==> src/logic/strap_pkg.sv <==
// Purpose: shared constants, carriers and states for the strap sampler.
// Assumes: one 100 MHz clock, a 16-bit register port in the low bits.
// Notes: pin order in strap_s follows the physical strap grouping.
package strap_pkg;

	// register offsets on the plain register port
	localparam logic [7:0] REG_BASIC_CONTROL = 8'h00;
	localparam logic [7:0] REG_AN_ADVERT = 8'h04;
	localparam logic [7:0] REG_PHY_CONTROL = 8'h08;
	localparam logic [7:0] REG_STRAP_STATUS = 8'h0c;

	// basic control field positions
	localparam int CTRL_SPEED_BIT = 13;
	localparam int CTRL_AUTONEG_ENABLE_STRAP_BIT = 12;
	localparam int CTRL_ISOLATE_BIT = 10;
	localparam int CTRL_DUPLEX_BIT = 8;
	localparam logic [15:0] CTRL_WRITE_MASK = 16'h3500;

	// advertisement field positions and fixed selector
	localparam int ADV_ABILITY_LSB = 5;
	localparam logic [15:0] ADV_WRITE_MASK = 16'h01e0;
	localparam logic [4:0] ADV_SELECTOR = 5'h01;

	// phy control address field position
	localparam int PHY_CONTROL_REG_ADDR_LSB = 0;

	// values after reset, before the straps are loaded, and the isolating address
	localparam logic [15:0] CTRL_RESET = 16'h0000;
	localparam logic [15:0] ADV_RESET = 16'h0000;
	localparam logic [4:0] ADDR_RESET = 5'h00;
	localparam logic [4:0] ISOLATE_ADDR = 5'h00;

	// capability strap codes
	localparam logic [1:0] CAP_10_HALF = 2'h0;
	localparam logic [1:0] CAP_10_FULL = 2'h1;
	localparam logic [1:0] CAP_100_HALF = 2'h2;
	localparam logic [1:0] CAP_100_FULL = 2'h3;

	// cycles the released pins settle through the synchroniser
	localparam logic [1:0] SETTLE_CYCLES = 2'h2;

	// strap pins, one bit each, in pad order
	typedef struct packed {
		logic [4:0] mgmt_addr_strap;
		logic autoneg_enable_strap;
		logic capability_strap_hi;
		logic capability_strap_lo;
	} strap_s;

	// weak internal pulls: 1 is pull-up, 0 is pull-down
	localparam strap_s STRAP_PULL_DEFAULT = '{
		mgmt_addr_strap: 5'h01,
		autoneg_enable_strap: 1'b1,
		capability_strap_hi: 1'b1,
		capability_strap_lo: 1'b1
	};

	// register port request
	typedef struct packed {
		logic [7:0] addr;
		logic [15:0] wdata;
		logic wr;
		logic rd;
	} reg_req_s;

	// loader sequence after reset
	typedef enum logic [1:0] {
		ST_SETTLE,
		ST_LATCH,
		ST_RUN
	} load_state_e;

endpackage : strap_pkg

==> src/logic/strap_sync.sv <==
// Purpose: two-stage synchroniser for the strap pads.
// Assumes: pads are asynchronous to clk_sys.
// Notes: no reset, so the pads flow through while reset_n is held low.
`timescale 1ns/10ps
module strap_sync (
	// clock
	input wire logic clk_sys,
	// raw pads
	input wire strap_pkg::strap_s pad_in,
	// synchronised levels
	output strap_pkg::strap_s pad_sync
);
	import strap_pkg::*;

	strap_s stage1; // first stage, read only by stage two

	// plain double flop, runs during reset
	always_ff @(posedge clk_sys) begin
		stage1 <= pad_in;
		pad_sync <= stage1;
	end

endmodule : strap_sync

==> src/logic/strap_decode.sv <==
// Purpose: turns capability straps into speed, duplex and advertisement.
// Assumes: purely combinational.
// Notes: advertisement order is 100 full, 100 half, 10 full, 10 half.
`timescale 1ns/10ps
module strap_decode (
	// capability code
	input wire logic [1:0] cap,
	// forced settings
	output logic speed_100,
	output logic full_duplex,
	// advertised abilities
	output logic [3:0] adv_ability
);
	import strap_pkg::*;

	// forced table and advertised set per code
	always_comb begin
		speed_100 = 1'b0;
		full_duplex = 1'b0;
		adv_ability = 4'h1;
		case (cap)
			CAP_10_HALF: begin
				adv_ability = 4'h1;
			end
			CAP_10_FULL: begin
				full_duplex = 1'b1;
				adv_ability = 4'h3;
			end
			CAP_100_HALF: begin
				speed_100 = 1'b1;
				adv_ability = 4'h5;
			end
			default: begin
				speed_100 = 1'b1;
				full_duplex = 1'b1;
				adv_ability = 4'hf;
			end
		endcase
	end

endmodule : strap_decode

==> src/logic/phy_strap_sampler.sv <==
// Purpose: captures strap levels at hardware reset and loads the config.
// Assumes: pads are released during reset; board resistors set levels.
// Notes: pads are driven with functional outputs only after loading.
//   straps are read once per reset; later pad changes are ignored.
//   software writes are dropped until the loaded config is valid.
//
// Chosen here: the address map and the address-and-strobe port.
`timescale 1ns/10ps

// What this block does
// - sample all strap pins during reset, configure.
// - latch five address straps, bit 0 lowest.
// - accept any strapped address zero to thirty-one.
// - strapped zero isolates; written zero does not.
// - address bit 0 pulled up, 4:1 down.
// - autoneg strap high: negotiate, advertise capability.
// - autoneg strap low: forced speed and duplex.
// - after reset drive led pins, and mii pins unless isolated, with functional outputs.
// - load straps into control and advertisement registers.
module phy_strap_sampler (
	// clock and reset
	input wire logic clk_sys,
	input wire logic reset_n,
	// strap pads
	input wire strap_pkg::strap_s pin_in,
	output strap_pkg::strap_s pin_out,
	output strap_pkg::strap_s pin_oe_n,
	output strap_pkg::strap_s pin_pull_up,
	// functional sources for the shared pads
	input wire logic mii_col,
	input wire logic [3:0] mii_rxd,
	input wire logic activity_indicator_pin,
	input wire logic speed_indicator_pin,
	input wire logic link_indicator_pin,
	// register port
	input wire logic [7:0] reg_addr,
	input wire logic [15:0] reg_wdata,
	input wire logic reg_wr,
	input wire logic reg_rd,
	output logic [15:0] reg_rdata,
	// loaded configuration
	output logic config_valid,
	output logic [4:0] mgmt_addr,
	output logic isolate_active,
	output logic autoneg_enabled,
	output logic speed_100,
	output logic full_duplex
);
	import strap_pkg::*;

	// one-hot select of the mapped registers, zero when unmapped;
	// shared by the write path and the read path
	function automatic logic [3:0] reg_select(input logic [7:0] addr);
		logic [3:0] sel;
		sel = 4'h0;
		if (addr == REG_BASIC_CONTROL) begin
			sel[0] = 1'b1;
		end else if (addr == REG_AN_ADVERT) begin
			sel[1] = 1'b1;
		end else if (addr == REG_PHY_CONTROL) begin
			sel[2] = 1'b1;
		end else if (addr == REG_STRAP_STATUS) begin
			sel[3] = 1'b1;
		end
		return sel;
	endfunction : reg_select

	// synchronised pads and decode results
	// decode is fed from the captured straps, not the live pads
	strap_s pin_sync;
	logic dec_speed_100;
	logic dec_full_duplex;
	logic [3:0] dec_adv;
	reg_req_s req;
	logic [3:0] req_sel; // one-hot register select

	// loader state
	// settle_cnt counts the flush of the sync pipe
	load_state_e state;
	load_state_e next_state;
	logic [1:0] settle_cnt;
	logic [1:0] next_settle_cnt;
	strap_s captured;
	strap_s next_captured;

	// configuration registers
	// all three live on clk_sys and reset to zero
	logic [15:0] basic_control;
	logic [15:0] next_basic_control;
	logic [15:0] an_advert;
	logic [15:0] next_an_advert;
	logic [15:0] phy_control_reg;
	logic [15:0] next_phy_control_reg;
	logic [15:0] next_reg_rdata;

	// pad drive
	// oe_n is low while the block drives a pad
	strap_s next_pin_out;
	strap_s next_pin_oe_n;

	// weak pulls are fixed by the pad ring
	// the board sees this map on every released pad
	assign pin_pull_up = STRAP_PULL_DEFAULT;

	// bundle the port request
	assign req = '{addr: reg_addr, wdata: reg_wdata, wr: reg_wr, rd: reg_rd};

	// one decode feeds both the write and the read chain
	assign req_sel = reg_select(req.addr);

	// pads cross into clk_sys through two flops
	// the pipe has no reset, so it fills while reset_n is low
	strap_sync u_sync (
		.clk_sys(clk_sys),
		.pad_in(pin_in),
		.pad_sync(pin_sync)
	);

	// capability table, taken from the captured straps
	// results are only used in the latch cycle
	strap_decode u_decode (
		.cap({captured.capability_strap_hi, captured.capability_strap_lo}),
		.speed_100(dec_speed_100),
		.full_duplex(dec_full_duplex),
		.adv_ability(dec_adv)
	);

	// loader: wait for the pipe, capture, then run
	// the sync pipe needs two edges to flush reset-time levels
	// capture after that cannot see a half-settled pad
	// pads stay released until the latch cycle ends
	// one capture per reset, nothing re-arms it but reset_n
	always_comb begin
		next_state = state;
		next_settle_cnt = settle_cnt;
		next_captured = captured;
		case (state)
			ST_SETTLE: begin
				// pads still released, sync pipe holds reset-time levels
				if (settle_cnt == SETTLE_CYCLES) begin
					next_captured = pin_sync;
					next_state = ST_LATCH;
				end else begin
					next_settle_cnt = settle_cnt + 2'h1;
				end
			end
			ST_LATCH: begin
				// registers take the captured straps this cycle
				next_state = ST_RUN;
			end
			default: begin
				// straps no longer read until the next reset
				next_state = ST_RUN;
			end
		endcase
	end

	// loader registers
	// captured clears on reset so a stale strap set
	// never survives into the next load
	always_ff @(posedge clk_sys or negedge reset_n) begin
		if (!reset_n) begin
			state <= ST_SETTLE;
			settle_cnt <= 2'h0;
			captured <= '0;
		end else begin
			state <= next_state;
			settle_cnt <= next_settle_cnt;
			captured <= next_captured;
		end
	end

	// register load from straps and software writes
	// strap load owns the registers in the latch cycle
	// writes before running are dropped, with no error
	// isolate comes only from a strapped zero address
	// or from software through the control bit
	always_comb begin
		next_basic_control = basic_control;
		next_an_advert = an_advert;
		next_phy_control_reg = phy_control_reg;
		if (state == ST_LATCH) begin
			// strap load into control and advertisement
			next_basic_control = CTRL_RESET;
			next_basic_control[CTRL_AUTONEG_ENABLE_STRAP_BIT] = captured.autoneg_enable_strap;
			// forced speed and duplex from the capability pair
			next_basic_control[CTRL_SPEED_BIT] = dec_speed_100;
			next_basic_control[CTRL_DUPLEX_BIT] = dec_full_duplex;
			// only a strapped zero address isolates
			next_basic_control[CTRL_ISOLATE_BIT] =
				(captured.mgmt_addr_strap == ISOLATE_ADDR);
			next_an_advert = ADV_RESET;
			next_an_advert[ADV_ABILITY_LSB +: 4] = dec_adv;
			next_an_advert[4:0] = ADV_SELECTOR;
			next_phy_control_reg = 16'h0000;
			next_phy_control_reg[PHY_CONTROL_REG_ADDR_LSB +: 5] = captured.mgmt_addr_strap;
		end else if (state == ST_RUN && req.wr) begin
			// writes before loading ends are ignored
			if (req_sel[0]) begin
				next_basic_control = req.wdata & CTRL_WRITE_MASK;
			end else if (req_sel[1]) begin
				next_an_advert = (req.wdata & ADV_WRITE_MASK) | {11'h000, ADV_SELECTOR};
			end else if (req_sel[2]) begin
				// a written zero address leaves isolate alone
				next_phy_control_reg = {11'h000, req.wdata[PHY_CONTROL_REG_ADDR_LSB +: 5]};
			end
		end
	end

	// configuration registers
	// reset values hold until the latch cycle loads the straps
	// a new reset clears any software setting
	always_ff @(posedge clk_sys or negedge reset_n) begin
		if (!reset_n) begin
			basic_control <= CTRL_RESET;
			an_advert <= ADV_RESET;
			phy_control_reg <= {11'h000, ADDR_RESET};
		end else begin
			basic_control <= next_basic_control;
			an_advert <= next_an_advert;
			phy_control_reg <= next_phy_control_reg;
		end
	end

	// read data for the cycle after the strobe, zero otherwise
	// unmapped addresses and idle cycles read zero,
	// so a stale word never lingers on the bus
	// the status word is read only, writes to it fall through
	// one cycle of data, then back to zero
	always_comb begin
		next_reg_rdata = 16'h0000;
		if (req.rd) begin
			if (req_sel[0]) begin
				next_reg_rdata = basic_control;
			end else if (req_sel[1]) begin
				next_reg_rdata = an_advert;
			end else if (req_sel[2]) begin
				next_reg_rdata = phy_control_reg;
			end else if (req_sel[3]) begin
				// raw captured levels and load-done flag
				next_reg_rdata = {7'h00, config_valid, captured};
			end
		end
	end

	// read data register
	// the master never waits: data always one edge after the strobe
	always_ff @(posedge clk_sys or negedge reset_n) begin
		if (!reset_n) begin
			reg_rdata <= 16'h0000;
		end else begin
			reg_rdata <= next_reg_rdata;
		end
	end

	// pad drive: released until running, mii pads released while isolated
	// functional values run whenever reset_n is high;
	// only the enables gate them onto the pads
	// enables fall in the latch cycle, one edge after capture
	// isolated: mii pads stay released, leds stay driven
	// isolate follows the next control value, so a write acts at once
	always_comb begin
		next_pin_out.mgmt_addr_strap = {mii_rxd, mii_col};
		next_pin_out.autoneg_enable_strap = activity_indicator_pin;
		next_pin_out.capability_strap_hi = speed_indicator_pin;
		next_pin_out.capability_strap_lo = link_indicator_pin;
		next_pin_oe_n = '1;
		if (next_state == ST_RUN && state != ST_SETTLE) begin
			// functional outputs take over the shared pads
			next_pin_oe_n.autoneg_enable_strap = 1'b0;
			next_pin_oe_n.capability_strap_hi = 1'b0;
			next_pin_oe_n.capability_strap_lo = 1'b0;
			if (!next_basic_control[CTRL_ISOLATE_BIT]) begin
				next_pin_oe_n.mgmt_addr_strap = 5'h00;
			end
		end
	end

	// pad registers, released under reset
	// async release keeps the board straps readable at once
	// registered so the pads never glitch on decode
	always_ff @(posedge clk_sys or negedge reset_n) begin
		if (!reset_n) begin
			pin_out <= '0;
			pin_oe_n <= '1;
		end else begin
			pin_out <= next_pin_out;
			pin_oe_n <= next_pin_oe_n;
		end
	end

	// configuration seen by the rest of the device
	// straight from the register bits, so software writes
	// take effect on the cycle after the write strobe
	// config_valid rises with the run state and stays until reset
	assign config_valid = (state == ST_RUN);
	assign mgmt_addr = phy_control_reg[PHY_CONTROL_REG_ADDR_LSB +: 5];
	assign isolate_active = basic_control[CTRL_ISOLATE_BIT];
	assign autoneg_enabled = basic_control[CTRL_AUTONEG_ENABLE_STRAP_BIT];
	assign speed_100 = basic_control[CTRL_SPEED_BIT];
	assign full_duplex = basic_control[CTRL_DUPLEX_BIT];

endmodule : phy_strap_sampler

==> config.mk <==
export PLATFORM = sky130hd
export DESIGN_NAME = phy_strap_sampler
export DESIGN_NICKNAME = d
export VERILOG_FILES = /design/src/logic/strap_pkg.sv /design/src/logic/strap_sync.sv /design/src/logic/strap_decode.sv /design/src/logic/phy_strap_sampler.sv
export SDC_FILE = /design/constraint.sdc
export NUM_CORES = 1
export LEC_CHECK = 0
export ABC_AREA = 1
export BUFFER_PORTS_ARGS = -buffer_cell sky130_fd_sc_hd__buf_4
export CORE_MARGIN = 2
export CORE_UTILIZATION = 30
export CTS_CLUSTER_DIAMETER = 80
export CTS_CLUSTER_SIZE = 30
export DETAILED_ROUTE_END_ITERATION = 10
export GPL_ROUTABILITY_DRIVEN = 0
export GPL_TIMING_DRIVEN = 0
export HOLD_SLACK_MARGIN = 0.08
export SYNTH_ARGS = -nofsm -noshare
export SYNTH_HDL_FRONTEND = slang
export SYNTH_HIERARCHICAL = 1
export SYNTH_SLANG_ARGS = --single-unit
==> constraint.sdc <==
create_clock -name clk_sys -period 1.5 [get_ports clk_sys]
set_input_delay 0.075 -clock clk_sys [delete_from_list [all_inputs] [get_ports clk_sys]]
set_output_delay 0.075 -clock clk_sys [all_outputs]
set_load 0.1 [all_outputs]
# ---- Word-level counts from Yosys, hierarchy flattened
# Cells that the tools add are included.
dict set report totals {
  inputBits 44
  reg_bits 108
  out_inout_bits 50
}
dict set report classes {
  reduce_logical 18
  addsub 1
  muxes 31
  eq_ne 11
  bitwise 1
}
# op n
set ops {}
lappend ops {{$mux 16} 16}
lappend ops {{$eq 8x4->1 const B} 2}
lappend ops {{$pmux 4 s3} 1}
lappend ops {{$reduce_bool 2->1} 5}
lappend ops {{$mux 9} 1}
lappend ops {{$eq 2x2->1 const B} 4}
lappend ops {{$eq 8x3->1 const B} 1}
lappend ops {{$logic_not 8->1} 1}
lappend ops {{$mux 8} 1}
lappend ops {{$mux 1} 7}
lappend ops {{$mux 2} 3}
lappend ops {{$reduce_and 2->1} 3}
lappend ops {{$logic_not 5->1} 1}
lappend ops {{$mux 5} 1}
lappend ops {{$eq 2x1->1 const B} 2}
lappend ops {{$logic_not 2->1} 2}
lappend ops {{$ne 2x1->1 const B} 2}
lappend ops {{$reduce_and 4->1} 1}
lappend ops {{$reduce_or 2->1} 2}
lappend ops {{$mux 3} 1}
lappend ops {{$reduce_and 3->1} 1}
lappend ops {{$add 2x1->2 const B} 1}
lappend ops {{$logic_and 1x1->1} 2}
lappend ops {{$not 1->1} 1}

# ---- Depth between registers and ports, before layout
dict set report logic_depth {
  ltp_word 10
  ltp_mapped 8
  depth_no_buf 8
}

# ---- Hierarchy
# Netlist, hierarchy kept.
# mod instances cells_per_inst seq_area_each_um2 area_each_um2
set modules_own_cells {}
lappend modules_own_cells {phy_strap_sampler 1 256 1228.7 2293.4}
lappend modules_own_cells {strap_sync 1 16 320.3 320.3}
lappend modules_own_cells {strap_decode 1 8 0.0 33.8}

# ---- Worst setup path before layout
# No wires, ideal clock.
dict set report synth_path {
  kind {register to register}
  from {register state[0]}
  to {register reg_rdata[8]}
  synth_period_minus_slack_ns 1.541
  path_slack_ns -0.041
  path_stages_with_launch 8
  path_buffers 0
  setup_time_ns 0.068
  arrival_ns 1.472
  required_ns 1.432
  cell_sequence {dfrtp_1 -> inv_1 -> nand2_1 -> inv_1 -> nand3_1 -> nand2_1 -> nand2_1 -> nand2_1}
}
dict set report synth_between {
  elab_chain_len 6
}
# item line
set synth_lines {}
lappend synth_lines {{start: declaration} phy_strap_sampler.sv:79} ;# load_state_e state;
lappend synth_lines {{start signal: assignment} phy_strap_sampler.sv:167} ;# state <= next_state;
lappend synth_lines {{$eq 2x2->1} phy_strap_sampler.sv:296} ;# assign config_valid = (state == ST_RUN);
lappend synth_lines {{net config_valid} phy_strap_sampler.sv:42} ;# output logic config_valid,
lappend synth_lines {{$mux 9} phy_strap_sampler.sv:239} ;# end else if (req_sel[3]) begin
lappend synth_lines {{$mux 16} phy_strap_sampler.sv:237} ;# end else if (req_sel[2]) begin
lappend synth_lines {{$mux 16} phy_strap_sampler.sv:235} ;# end else if (req_sel[1]) begin
lappend synth_lines {{$mux 16} phy_strap_sampler.sv:233} ;# if (req_sel[0]) begin
lappend synth_lines {{$mux 16} phy_strap_sampler.sv:232} ;# if (req.rd) begin
lappend synth_lines {{net next_reg_rdata[8]} phy_strap_sampler.sv:94} ;# logic [15:0] next_reg_rdata;
lappend synth_lines {{end signal: assignment} phy_strap_sampler.sv:252} ;# reg_rdata <= next_reg_rdata;
lappend synth_lines {{end: declaration} phy_strap_sampler.sv:40} ;# output logic [15:0] reg_rdata,
# The timed path passes the listed nets, and every way through them passes these cells.
# A chain may end at the register's enable or synchronous reset.

# ---- Final worst setup path
dict set report layout_path {
  from {input reg_addr[0]}
  to {register reg_rdata[0]}
}
dict set report layout_between {
  elab_chain_len 10
}
# item line
set layout_lines {}
lappend layout_lines {{start: declaration} phy_strap_sampler.sv:36} ;# input wire logic [7:0] reg_addr,
lappend layout_lines {{$eq 8x4->1} phy_strap_sampler.sv:62} ;# end else if (addr == REG_STRAP_STATUS) begin
lappend layout_lines {{$mux 1} phy_strap_sampler.sv:62}
lappend layout_lines {{$mux 1} phy_strap_sampler.sv:60} ;# end else if (addr == REG_PHY_CONTROL) begin
lappend layout_lines {{$mux 2} phy_strap_sampler.sv:58} ;# end else if (addr == REG_AN_ADVERT) begin
lappend layout_lines {{$mux 3} phy_strap_sampler.sv:56} ;# if (addr == REG_BASIC_CONTROL) begin
lappend layout_lines {{$mux 9} phy_strap_sampler.sv:239}
lappend layout_lines {{$mux 16} phy_strap_sampler.sv:237}
lappend layout_lines {{$mux 16} phy_strap_sampler.sv:235}
lappend layout_lines {{$mux 16 *} phy_strap_sampler.sv:233}
lappend layout_lines {{$mux 16 *} phy_strap_sampler.sv:232}
lappend layout_lines {{net next_reg_rdata[0]} phy_strap_sampler.sv:94}
# The timed path passes the listed nets; every way through them passes the cells marked *.

==> flow_summary_export.csv <==
group,metric,value,unit
yosys,syn_area_per_cell,9.455,um^2
routing,wire_per_inst,11.32,um
clock_tree,numCtsBuffers,9,
worst_setup_path,worstSetupPathType,"input port to register",
routing,via_per_inst,4.221,
routing,drtAntennaViolNets,0,
global_route,grtUsageTotal,12.73,%
clock_tree,clkTransAtPathRegs,70,ps
timing,slew_headroom,59.01,%
clock_tree,htreeDepth,3,
yosys,yosysWarnings,6,
worst_setup_path,critPathRequiredTime,1760,ps
clock_tree,clock_latency,340,ps
worst_setup_path,r2r_slack,70,ps
power_and_ir_drop,leakage,0.002024,uW
yosys,synth.largest_area_cell,"dfrtp_1",
timing,finalSetupViolCount,0,
finish,drive_gt1_share,36.32,%
timing,worst_slew_pin_slew,614.8,ps
finish,top_register,"reg_rdata",
yosys,ys_seq_area_share,58.51,%
worst_setup_path,cp-end-kind,"register",
global_route,gr-total-overflow,0,
die,initial_core_util,30.66,%
routing,via_count,2199,
worst_setup_path,start_kind,"input port",
worst_setup_path,worstSetupStartpoint,"reg_addr[0]",
yosys,synth_edf_count,0,
placement,portBuffers,81,
timing,slew_violations,0,
die,rows,34,
power_and_ir_drop,p_per_area,1147,mW/mm^2
timing,period_minus_slack,1484,ps
power_and_ir_drop,ir_worst_vdd,887.9,uV
run,max-cap-violations,0,
finish,largest_reg_flops,13,
yosys,async_flop_share,75.38,%
worst_setup_path,arrival,1740,ps
finish,diodes,0,
yosys,synth.ff_latch_count,65,
die,die_w,97.94,um
finish,nets,453,
global_route,grt_pass1_vias,2031,
yosys,synth_area,0.002648,mm^2
timing,skew,8.229,ps
clock_tree,cts_tree,"done",
die,die-height,97.94,um
timing,holdWs,76.54,ps
timing,fmax,0.6738,GHz
global_route,grt_max_degree,50,
timing,final_hold_viol_count,0,
worst_setup_path,endpoint,"reg_rdata[0]$_DFF_PN0_",
min_path,hold_class,"input port to register",
clock_tree,ctsLongestPathBuffers,2,
yosys,synth_cells,280,
worst_setup_path,timing.rr.start,"captured[0]$_DFFE_PN0P_",
yosys,synth_top_area_share,44.42,%
yosys,synthFlopType,"dfrtp_1",
die,dieArea,0.009592,mm^2
global_route,antenna_found_initial,0,
worst_setup_path,reg2reg_depth,3,
clock_tree,cts_sinks,65,
clock_tree,root_buffer,"clkbuf_8",
routing,drc,0,
worst_setup_path,crit_fanout,5,
routing,firstDrtPassIters,5,
timing,rsz0062_at_grt,"no",
timing,finalSetupTns,0,ps
run_status,status,"completed",
finish,synthToLayoutAreaGrowth,50.24,%
routing,wl,5899,um
yosys,synth_top_cells_by_area,"dfrtp_1 (44%), dfxtp_1 (12%), nand2_1 (10%)",
yosys,ys_types,28,
die,core_area,0.008636,mm^2
clock_tree,cts_setup_buffers,0,
worst_setup_path,regToRegEndpoint,"reg_rdata[0]$_DFF_PN0_",
placement,dp_hpwl,4393,um
yosys,synth.top_cells.by_count,"nand2_1 (72), dfrtp_1 (47), nand3_1 (35)",
die,pin_count,94,
routing,drt_iter0_drc,78,
timing,post-route-period-util,98.94,%
yosys,synth_most_common_cell,"nand2_1",
global_route,grt_pass1_wl,9459,um
placed cells by master, fill, tap and decap left out, types with 6 or more instances in the layout:
cell           count
dfrtp_1           47
clkbuf_8           9
nand4_1           10
inv_1             16
nand3_1           34
dlygate4sd3_1     29
o21ai_0            7
nor2_1             7
a21oi_1            6
nand2_1           71
buf_4            102
dfxtp_1           16
nand2_2            7
conb_1            10
inv_2              6
critical path: stages:
cell	delay (ps)
dlygate4sd3_1	530
buf_4	150
nor2_4	140
dlygate4sd3_1	580
nand4_1	100
a21oi_1	170
per-layer routing:
layer	vias up	GRT usage [%]	share of wire [%]
li1	1130	-	-
met1	990	15.35	43
met2	70	20.60	49
met3	9	4.796	7.0
met4	0	5.128	1.9
met5	-	0	0
metrics by stage:
step	util, %	power (uW)	instance area (um^2)	setup WS [ps]	cells
floorplan	-	2534	2685	67.83	287
global placement	39.70	2767	3428	193.1	476
detailed placement	39.70	2776	3428	169.2	476
CTS	45.99	4622	3971	4.512	522
global route	46.06	4736	3978	8.817	521
finish	46.06	4562	3978	15.92	521
power by group:
part	internal [uW]	leakage [uW]	switching [uW]	total (uW)
Sequential	1830	0.000731	56.4	1890
Clock	1100	0.000115	664	1770
Combinational	254	0.00118	653	907
Total	3190	0.00202	1370	4560
repair_timing:
action                                 4_1_cts  5_1_grt
resized for setup                            0        4
endpoints found under the hold margin       76        0
setup endpoints to repair                    0        4
hold buffers                                30        0
layout make-up:
type,count,area (um^2)
fill,829,4658
sequential,65,1549
timing repair buffer,110,898.4
multi-input combinational,172,879.6
buffer,26,177.7
tap,108,135.1
clock buffer,9,123.9
clock inverter,7,118.9
inverter,24,95.09
worst min path at each step:
stage	from	end	slack (ps)	cells after the start
6_report	reg_addr[1]	reg_rdata[1]$_DFF_PN0_	80	4
5_1_grt	reg_addr[1]	reg_rdata[1]$_DFF_PN0_	100	4
4_1_cts	reg_wdata[4]	phy_control_reg[4]$_DFFE_PN0P_	90	5
3_5_place_dp	reset_n	pin_out[2]$_DFF_PN0_	130	1
3_3_place_gp	reset_n	pin_out[3]$_DFF_PN0_	130	1
2_1_floorplan	reset_n	an_advert[0]$_DFFE_PN0P_	-220	0
cell families after synthesis:
group	after synthesis	synth area share (%)
buf+inv	50	10.16
simple gates	142	25.95
fa+ha+maj	1	0.4725
other cells	3	0.4253
xor+xnor	1	0.3309
compound gates	18	4.159
flops	65	58.51
Power figures use the tool's default switching activity.
